==> config.mk <==
export PLATFORM = sky130hd
export DESIGN_NAME = touch_cdc_ctrl
export DESIGN_NICKNAME = d
export VERILOG_FILES = /design/src/core/touch_cdc_pkg.sv /design/src/core/touch_cdc_ctrl.sv
export SDC_FILE = /design/constraint.sdc
export NUM_CORES = 2
export LEC_CHECK = 0
export BUFFER_PORTS_ARGS = -buffer_cell sky130_fd_sc_hd__buf_2
export CORE_MARGIN = 4
export CORE_UTILIZATION = 55
export CTS_BUF_LIST = sky130_fd_sc_hd__clkbuf_8
export CTS_CLUSTER_DIAMETER = 60
export DETAILED_ROUTE_END_ITERATION = 16
export PLACE_DENSITY = 0.74
export SYNTH_ARGS = -nofsm -noshare
export SYNTH_HDL_FRONTEND = slang
export SYNTH_SLANG_ARGS = --single-unit
==> constraint.sdc <==
create_clock -name clk_sys_i -period 9.3 [get_ports clk_sys_i]
set_input_delay 0.93 -clock clk_sys_i [delete_from_list [all_inputs] [get_ports clk_sys_i]]
set_output_delay 0.93 -clock clk_sys_i [all_outputs]
set_load 0.01 [all_outputs]
==> src/core/touch_cdc_pkg.sv <==
/*
 * Constants for the touch converter power and input routing control:
 * register word addresses, field positions, reset values, mode and route
 * codes, and cadence timing. Assumes a 250 MHz system clock.
 */
package touch_cdc_pkg;
    localparam int NUM_STAGES = 8;
    localparam int NUM_PINS = 8;
    localparam logic [2:0] LAST_STAGE = 3'h7;

    // Register word addresses
    localparam logic [11:0] ADDR_PWR_CTRL = 12'h000;
    localparam logic [11:0] ADDR_AMB_CTRL0 = 12'h002;
    localparam logic [11:0] ADDR_INT_STATUS = 12'h008;
    localparam logic [11:0] ADDR_TOUCH_STATUS = 12'h009;
    localparam logic [11:0] ADDR_STAGE_BASE = 12'h080;
    // Stage block: 4 words per stage, 8 stages
    localparam logic [1:0] STG_ROUTE = 2'h0;
    localparam logic [1:0] STG_OFFSET = 2'h1;
    localparam logic [1:0] STG_SENS = 2'h2;
    localparam logic [1:0] STG_THRESH = 2'h3;

    // Field positions
    localparam int PWR_MODE_LSB = 0;
    localparam int WAKE_LSB = 2;
    localparam int TIMEOUT_LSB = 0;
    localparam int TIMEOUT_W = 4;

    // Reset values
    localparam logic [15:0] PWR_CTRL_RST = 16'h0000;
    localparam logic [15:0] AMB_CTRL0_RST = 16'h0002;
    localparam logic [15:0] ROUTE_RST = 16'hFFFF;
    localparam logic [15:0] OFFSET_RST = 16'h0000;
    localparam logic [15:0] SENS_RST = 16'h0000;
    localparam logic [15:0] THRESH_RST = 16'h0100;

    // Power mode codes; bit 0 set means shutdown
    localparam logic [1:0] MODE_FULL = 2'b00;
    localparam logic [1:0] MODE_LOW = 2'b10;

    // Per-pin route codes
    localparam logic [1:0] ROUTE_FLOAT = 2'b00;
    localparam logic [1:0] ROUTE_POS = 2'b01;
    localparam logic [1:0] ROUTE_NEG = 2'b10;
    localparam logic [1:0] ROUTE_SHIELD = 2'b11;

    // Timing
    localparam int CLK_KHZ = 250000;
    localparam int TOUCHED_MS = 25;
    localparam int WAKE_STEP_MS = 200;
    localparam int FULL_SEQ_MS = 25;
    localparam int TOUCHED_CYCLES = TOUCHED_MS * CLK_KHZ;
    localparam int WAKE_STEP_CYCLES = WAKE_STEP_MS * CLK_KHZ;
    localparam int FULL_SEQ_CYCLES = FULL_SEQ_MS * CLK_KHZ;
endpackage : touch_cdc_pkg

==> src/core/touch_cdc_ctrl.sv <==
/*
 * Power mode control, conversion cadence, per-stage input routing and
 * touch registration for the capacitance converter.
 * Assumes the serial interface engine presents decoded word accesses on
 * the reg_* port, and the converter core sits on the same clock.
 */
// Notes on behaviour
// - A threshold crossing registers activation and sets interrupt status bits on its own.
// - Control word bits 1:0 select mode: 00 full power, 10 low power.
// - Codes 01 or 11 in the mode field mean complete shutdown.
// - The mode field resets to 00, so operation starts at full power.
// - Shutdown powers everything down and runs no conversions.
// - Full power keeps every section powered, never a reduced state.
// - Full power converts at a fixed cadence, touched or not.
// - Untouched results in full power update the ambient baseline.
// - Low power idles reduced, waking per 200-800 ms interval to convert.
// - Once touched in low power, a sequence starts every 25 ms.
// - After touches stop, the timeout field sets the wait before idling.
// - Each stage holds its own route, offset, sensitivity and limit settings.
// - Each pin can go to positive input, negative input, or float.
// - Each pin can instead be tied to the shield drive.
// - Positive-routed inputs give a falling code on activation.
// - Negative-routed inputs give a rising code on activation.
// - Each stage register holds two routing bits per input pin.
// - Wake interval field bits 3:2: 200, 400, 600 or 800 ms.
`timescale 1ns/1ns
`default_nettype none
module touch_cdc_ctrl #(
    parameter int TOUCHED_CYCLES = touch_cdc_pkg::TOUCHED_CYCLES,
    parameter int WAKE_STEP_CYCLES = touch_cdc_pkg::WAKE_STEP_CYCLES,
    parameter int FULL_SEQ_CYCLES = touch_cdc_pkg::FULL_SEQ_CYCLES
) (
    input wire logic clk_sys_i,
    input wire logic rst_n_i,
    input wire logic [11:0] reg_addr_i,
    input wire logic [15:0] reg_wdata_i,
    input wire logic reg_wr_i,
    input wire logic reg_rd_i,
    output logic [15:0] reg_rdata_o,
    output logic reg_rvalid_o,
    input wire logic conv_done_i,
    input wire logic [15:0] conv_result_i,
    output logic conv_start_o,
    output logic [2:0] conv_stage_o,
    output logic [15:0] sense_route_o,
    output logic cdc_power_on_o,
    output logic reduced_power_o,
    output logic ambient_update_o,
    output logic [7:0] int_status_o
);
    typedef enum logic [3:0] {
        PS_FULL = 4'b0001,
        PS_LP_IDLE = 4'b0010,
        PS_LP_TOUCH = 4'b0100,
        PS_SHUT = 4'b1000
    } pwr_state_e;
    typedef enum logic [1:0] {
        SQ_IDLE = 2'b01,
        SQ_BUSY = 2'b10
    } seq_state_e;

    logic [15:0] pwr_ctrl_q;
    logic [15:0] amb_ctrl0_q;
    logic [15:0] stage_cfg_q [32];
    logic [15:0] baseline_q [8];
    logic [7:0] base_valid_q;
    logic [7:0] touch_q;
    logic [7:0] int_q;
    pwr_state_e pstate_q;
    pwr_state_e pstate_d;
    seq_state_e sq_q;
    logic [2:0] stage_q;
    logic seq_done_q;
    logic [31:0] per_cnt_q;
    logic [31:0] period_len;
    localparam int TIMEOUT_W_L = touch_cdc_pkg::TIMEOUT_W;
    logic [TIMEOUT_W_L-1:0] idle_cnt_q;
    logic tick;
    logic seq_start;
    logic eval;
    logic act_w;
    logic shut_req;
    logic [1:0] wake_sel;
    logic [3:0] idle_entry_timeout;
    logic stage_sel;
    logic [4:0] stage_idx;
    logic int_clr;

    // Positive polarity if any pin of the stage drives the positive input
    function automatic logic route_is_pos(input logic [15:0] route);
        logic pos;
        pos = 1'b0;
        for (int p = 0; p < touch_cdc_pkg::NUM_PINS; p++) begin
            if (route[2*p +: 2] == touch_cdc_pkg::ROUTE_POS) begin
                pos = 1'b1;
            end
        end
        return pos;
    endfunction : route_is_pos

    // Signed excursion from baseline in the activating direction
    function automatic logic crossed(input logic [15:0] route, input logic [15:0] res,
                                     input logic [15:0] ofs, input logic [15:0] base,
                                     input logic [15:0] thr);
        logic [16:0] adj;
        logic signed [17:0] delta;
        adj = {1'b0, res} + {1'b0, ofs};
        if (route_is_pos(route)) begin
            delta = $signed({2'b00, base}) - $signed({2'b00, adj[15:0]});
        end else begin
            delta = $signed({2'b00, adj[15:0]}) - $signed({2'b00, base});
        end
        return delta > $signed({2'b00, thr});
    endfunction : crossed

    assign shut_req = pwr_ctrl_q[touch_cdc_pkg::PWR_MODE_LSB];
    assign wake_sel = pwr_ctrl_q[touch_cdc_pkg::WAKE_LSB +: 2];
    assign idle_entry_timeout = amb_ctrl0_q[touch_cdc_pkg::TIMEOUT_LSB +: TIMEOUT_W_L];
    assign stage_sel = reg_addr_i[11:5] == touch_cdc_pkg::ADDR_STAGE_BASE[11:5];
    assign stage_idx = reg_addr_i[4:0];
    assign int_clr = reg_wr_i && reg_addr_i == touch_cdc_pkg::ADDR_INT_STATUS;

    // Register writes
    always_ff @(posedge clk_sys_i) begin
        if (!rst_n_i) begin
            pwr_ctrl_q <= touch_cdc_pkg::PWR_CTRL_RST;
            amb_ctrl0_q <= touch_cdc_pkg::AMB_CTRL0_RST;
        end else if (reg_wr_i && reg_addr_i == touch_cdc_pkg::ADDR_PWR_CTRL) begin
            pwr_ctrl_q <= reg_wdata_i;
        end else if (reg_wr_i && reg_addr_i == touch_cdc_pkg::ADDR_AMB_CTRL0) begin
            amb_ctrl0_q <= reg_wdata_i;
        end
    end

    always_ff @(posedge clk_sys_i) begin
        if (!rst_n_i) begin
            for (int s = 0; s < touch_cdc_pkg::NUM_STAGES; s++) begin
                stage_cfg_q[4*s] <= touch_cdc_pkg::ROUTE_RST;
                stage_cfg_q[4*s+1] <= touch_cdc_pkg::OFFSET_RST;
                stage_cfg_q[4*s+2] <= touch_cdc_pkg::SENS_RST;
                stage_cfg_q[4*s+3] <= touch_cdc_pkg::THRESH_RST;
            end
        end else if (reg_wr_i && stage_sel) begin
            stage_cfg_q[stage_idx] <= reg_wdata_i;
        end
    end

    // Register reads, answered one cycle later
    always_ff @(posedge clk_sys_i) begin
        if (!rst_n_i) begin
            reg_rdata_o <= 16'h0000;
            reg_rvalid_o <= 1'b0;
        end else begin
            reg_rvalid_o <= reg_rd_i;
            if (reg_rd_i) begin
                if (stage_sel) begin
                    reg_rdata_o <= stage_cfg_q[stage_idx];
                end else if (reg_addr_i == touch_cdc_pkg::ADDR_PWR_CTRL) begin
                    reg_rdata_o <= pwr_ctrl_q;
                end else if (reg_addr_i == touch_cdc_pkg::ADDR_AMB_CTRL0) begin
                    reg_rdata_o <= amb_ctrl0_q;
                end else if (reg_addr_i == touch_cdc_pkg::ADDR_INT_STATUS) begin
                    reg_rdata_o <= {8'h00, int_q};
                end else if (reg_addr_i == touch_cdc_pkg::ADDR_TOUCH_STATUS) begin
                    reg_rdata_o <= {8'h00, touch_q};
                end else begin
                    reg_rdata_o <= 16'h0000;
                end
            end
        end
    end

    // Power state
    always_comb begin
        pstate_d = pstate_q;
        if (shut_req) begin
            pstate_d = PS_SHUT;
        end else if (pwr_ctrl_q[1:0] == touch_cdc_pkg::MODE_FULL) begin
            pstate_d = PS_FULL;
        end else begin
            unique case (pstate_q)
                PS_FULL, PS_SHUT: pstate_d = PS_LP_IDLE;
                PS_LP_IDLE: begin
                    if (seq_done_q && |touch_q) begin
                        pstate_d = PS_LP_TOUCH;
                    end
                end
                PS_LP_TOUCH: begin
                    if (seq_done_q && !(|touch_q) && idle_cnt_q + 4'h1 >= idle_entry_timeout) begin
                        pstate_d = PS_LP_IDLE;
                    end
                end
                default: pstate_d = PS_SHUT;
            endcase
        end
    end

    always_ff @(posedge clk_sys_i) begin
        if (!rst_n_i) begin
            pstate_q <= PS_FULL;
        end else begin
            pstate_q <= pstate_d;
        end
    end

    // Untouched sequences counted toward the idle timeout
    always_ff @(posedge clk_sys_i) begin
        if (!rst_n_i || pstate_q != PS_LP_TOUCH || (seq_done_q && |touch_q)) begin
            idle_cnt_q <= '0;
        end else if (seq_done_q) begin
            idle_cnt_q <= idle_cnt_q + 4'h1;
        end
    end

    // Cadence timer
    always_comb begin
        unique case (pstate_q)
            PS_LP_IDLE: period_len = 32'(WAKE_STEP_CYCLES) * {30'h0, wake_sel} + 32'(WAKE_STEP_CYCLES);
            PS_LP_TOUCH: period_len = 32'(TOUCHED_CYCLES);
            default: period_len = 32'(FULL_SEQ_CYCLES);
        endcase
    end
    assign tick = per_cnt_q >= period_len - 32'h1;

    always_ff @(posedge clk_sys_i) begin
        // A shorter wake interval must not inherit a count already past its end
        if (!rst_n_i || pstate_q == PS_SHUT || pstate_d != pstate_q || tick
            || (reg_wr_i && reg_addr_i == touch_cdc_pkg::ADDR_PWR_CTRL)) begin
            per_cnt_q <= 32'h0;
        end else begin
            per_cnt_q <= per_cnt_q + 32'h1;
        end
    end

    // Sequencer over all stages
    assign seq_start = tick && sq_q == SQ_IDLE && pstate_q != PS_SHUT && !shut_req;
    assign eval = sq_q == SQ_BUSY && conv_done_i;
    assign act_w = base_valid_q[stage_q] && crossed(stage_cfg_q[{stage_q, touch_cdc_pkg::STG_ROUTE}],
        conv_result_i, stage_cfg_q[{stage_q, touch_cdc_pkg::STG_OFFSET}], baseline_q[stage_q],
        stage_cfg_q[{stage_q, touch_cdc_pkg::STG_THRESH}]);

    always_ff @(posedge clk_sys_i) begin
        // Abort on the request itself, so no start leaks into the first shutdown cycle
        if (!rst_n_i || shut_req || pstate_q == PS_SHUT) begin
            sq_q <= SQ_IDLE;
            stage_q <= 3'h0;
            conv_start_o <= 1'b0;
            seq_done_q <= 1'b0;
            sense_route_o <= touch_cdc_pkg::ROUTE_RST;
        end else begin
            conv_start_o <= 1'b0;
            seq_done_q <= 1'b0;
            if (seq_start) begin
                sq_q <= SQ_BUSY;
                stage_q <= 3'h0;
                conv_start_o <= 1'b1;
                sense_route_o <= stage_cfg_q[{3'h0, touch_cdc_pkg::STG_ROUTE}];
            end else if (eval) begin
                if (stage_q == touch_cdc_pkg::LAST_STAGE) begin
                    sq_q <= SQ_IDLE;
                    seq_done_q <= 1'b1;
                end else begin
                    stage_q <= stage_q + 3'h1;
                    conv_start_o <= 1'b1;
                    sense_route_o <= stage_cfg_q[{stage_q + 3'h1, touch_cdc_pkg::STG_ROUTE}];
                end
            end
        end
    end
    assign conv_stage_o = stage_q;

    // Touch registration and ambient tracking
    always_ff @(posedge clk_sys_i) begin
        if (!rst_n_i) begin
            touch_q <= 8'h00;
            base_valid_q <= 8'h00;
            ambient_update_o <= 1'b0;
            for (int s = 0; s < touch_cdc_pkg::NUM_STAGES; s++) begin
                baseline_q[s] <= 16'h0000;
            end
        end else begin
            ambient_update_o <= eval && !act_w;
            if (eval) begin
                touch_q[stage_q] <= act_w;
                if (!act_w) begin
                    baseline_q[stage_q] <= conv_result_i + stage_cfg_q[{stage_q, touch_cdc_pkg::STG_OFFSET}];
                    base_valid_q[stage_q] <= 1'b1;
                end
            end
        end
    end

    // Sticky activation status, set beats write-one clear
    always_ff @(posedge clk_sys_i) begin
        if (!rst_n_i) begin
            int_q <= 8'h00;
        end else begin
            for (int s = 0; s < touch_cdc_pkg::NUM_STAGES; s++) begin
                if (eval && act_w && !touch_q[s] && stage_q == 3'(s)) begin
                    int_q[s] <= 1'b1;
                end else if (int_clr && reg_wdata_i[s]) begin
                    int_q[s] <= 1'b0;
                end
            end
        end
    end
    assign int_status_o = int_q;

    assign cdc_power_on_o = pstate_q != PS_SHUT;
    assign reduced_power_o = pstate_q == PS_LP_IDLE && sq_q == SQ_IDLE;
endmodule : touch_cdc_ctrl
`default_nettype wire

==> results.cfg <==
[outcome]
status = complete, no violations

[yosys]
ys_types = 74
synth_cells = 3338
netlist_area_mm2 = 0.04214
yosys-top-cells-area = edfxtp_1 46%, mux4_2 14%, dfxtp_1 6.7%
synth_most_common_cell = edfxtp_1
ys_seq_elements = 780
yosys.area.top_type = edfxtp_1
yosysTopAreaCellShare = 0.4561
synthTopCellsByCount = 640 x edfxtp_1, 387 x and2_1, 263 x mux4_2, 218 x clkbuf_1, 190 x nand2_1
avgSynthCellArea_um2 = 12.62
yosys_warnings = 0
synth_edf_count = 640
synthFlopType = edfxtp_1
synthArstFlopShare = 0
yosysSeqAreaShare = 0.5226

[placement]
hpwlAfterDp_mm = 97.97
place_area_mm2 = 0.04361
dp.cells = 4273
port_buffers = 96
routabilityCongestion = 0.9973

[clock_tree]
post_cts_resized = 0
cts-buffers-inserted = 135
clock_path_buffers = 3
post-cts-setup-buffer-count = 0
clockRootBuffer = clkbuf_8
cts_hold_buf = 0
tritoncts = yes
h-tree-depth = 4
cts_sinks = 780
clkTransAtPathRegs_ns = 0.06
insertion_delay_ns = 0.83

[power_and_ir_drop]
p_leak_nw = 16.10
p_switching_w = 0.002219
switching_share = 0.2795
clkPwrFrac = 0.366
intPower_w = 0.005719
ir_drop_mv = 0.1255
powerDensity_mw_per_mm2 = 172.4
power_frac_seq = 0.507
pwr-share-comb = 0.127

[critical_path]
reg2reg_slack_ns = 0.86
setup.worst_path.start_class = register
crit_arrival_ns = 8.92
cp-end-kind = register
path_class = register to register
crit_fanout = 87
cp.required_ns = 9.78

[sta]
finalMaxSlewViolations = 0
fin_skew_ns = 0.05773
tightest_slew_ns = 1.454
rsz0062_at_grt = no
post-route-period-util = 0.9072
max_slew_margin = 0.02677
finalSetupViolCount = 0
layout_min_cycle_time_ns = 8.437
fmax_mhz = 118.5
finalHoldViolCount = 0
finalSetupTns_ns = 0

[drt]
viasPerCell = 6.806
avgRoutedWirePerCell_um = 31.15
routed_wl_mm = 140.8
antenna_left = 0
dr.pass1.iters = 6
first_iter_violations = 4836
dr_total_vias = 30770
drc = 0

[global_routing]
grt_max_degree = 88
antenna_found_initial = 8
grt_use_total = 0.3449
grt_pass1_vias = 29820
grt_pass1_wl_mm = 204.6
overflow = 0

[floorplanning]
die_h_um = 284.8
num_rows = 101
core_area_mm2 = 0.07595
die_w_um = 284.8
die_area_mm2 = 0.08110
start_util = 0.5548
pin_count = 97

[finish]
nFillCells = 5845
utilization = 0.6064
drive_gt1_frac = 0.2025
num-nets-final = 3541
areaGrowthSynthToFinish_pct = 9.303
post-route-cell-area_mm2 = 0.04606
post_layout_nonfiller_instances = 4520

[min_path]
hold_class = register to register

[flow_run]
drv_cap = 0
state kept, by name (all words and copies together) (netlist names), 4 cells and up, named ones only:
name / cells
stage_cfg_q: 512
baseline_q: 128
per_cnt_q: 32
amb_ctrl0_q: 16
pwr_ctrl_q: 16
reg_rdata_o: 16
sense_route_o: 16
base_valid_q: 8
int_status_o: 8
touch_q: 8
idle_cnt_q: 4
pstate_q: 4
cells in the final DEF, fill, tap and decap left out, drive strengths merged, types with 11 or more instances in the layout:
master,netlist,final
edfxtp,640,640
mux4,263,263
clkinv,3,38
a21boi,37,37
o22ai,23,23
ha,109,109
buf,71,191
mux2,29,29
clkbuf,218,143
nand2,190,190
or3,143,143
a221oi,22,22
xnor2,37,37
nor3,99,99
xor2,32,32
o211ai,24,24
and3,15,15
a31oi,11,11
a21oi,72,72
nor4,62,62
a211oi,11,11
a22o,13,13
nand4,15,15
o21ai,92,92
nand2b,22,22
a21o,26,26
dfxtp,140,140
nor2,130,130
and2,387,387
mux2i,78,78
a22oi,27,27
nor2b,35,35
inv,102,159
nand3,44,44
cell type report:
type | instances | area, um^2 | area share
flip-flops and latches | 780 | 22030 | 0.4784
multi-input cells | 2166 | 18660 | 0.4051
clock buffers | 142 | 1954 | 0.04244
well taps | 1030 | 1289 | 0.02798
repair buffers | 192 | 1244 | 0.02700
clock inverters | 97 | 461.7 | 0.01002
inverters | 105 | 394.1 | 0.008558
diodes | 8 | 20.02 | 0.0004347
power groups by stage:
stage	registers, W	clock network [W]	logic, W
2_1_floorplan	0.00403	0	0.000640
3_3_place_gp	0.00408	0	0.000978
3_5_place_dp	0.00409	0	0.000984
4_1_cts	0.00402	0.00291	0.000988
5_1_grt	0.00403	0.00308	0.00107
6_report	0.00402	0.00290	0.00101
cells by family after synthesis:
group                    synth area share
flip-flops                         0.5226
adder cells (fa/ha/maj)           0.03379
buffers and inverters             0.03804
XOR/XNOR                          0.01434
multiplexers                       0.1669
AO/OA/AOI/OAI                     0.07020
AND/OR/NAND/NOR                    0.1541
other                          0.00008900
metrics by stage:
| step | setup WS, ns | power, W | hold WS (ns) |
|---|---|---|---|
| 6_report | 0.8630 | 0.007938 | 0.4578 |
| 5_1_grt | 0.3664 | 0.008179 | 0.4881 |
| 4_1_cts | 0.9834 | 0.007911 | 0.4632 |
| 3_5_place_dp | 1.038 | 0.005071 | 0.4506 |
| 3_3_place_gp | 1.172 | 0.005057 | 0.4284 |
| 2_1_floorplan | -0.1677 | 0.004670 | 0.4176 |
routing by layer:
metal  share of wire  vias to the layer above  routed length (um)  global-route usage
li1                -                    12750                   -                   -
met1            0.36                    15350               50800              0.4541
met2            0.44                     2230               62390              0.5126
met3            0.13                      438               17680             0.09968
met4           0.070                        0                9916              0.2040
met5               0                        -                   0                   0
worst paths after layout:
path / depth (start not counted) / to / startpoint
setup reg to reg: 24 / baseline_q[0][6] / register
setup / recovery: 24 / baseline_q[0][6] / register
hold / removal: 2 / base_valid_q[5] / base_valid_q[5]
hold reg to reg: 2 / base_valid_q[5] / base_valid_q[5]
critical path, cell delays in order, from the launching register on:
cell      delay, ns
dfxtp_4        0.77
buf_4          0.42
mux4_2         0.54
mux2_2         0.30
ha_1           0.31
o21ai_0        0.23
a21o_1         0.20
o21ai_0        0.16
xnor2_1        0.88
inv_1          0.14
ha_1           0.45
and3_1         0.27
a211oi_1       0.38
o31ai_1        0.13
or4_1          0.40
o221ai_1       0.10
xnor2_1        0.11
ha_1           0.31
nand2_1        0.09
o41ai_1        0.42
nand2_1        0.15
a31oi_1        0.22
and3_4         0.57
buf_12         0.41
nor3_1         0.11
No activity file was read; power rests on OpenSTA's default activity.
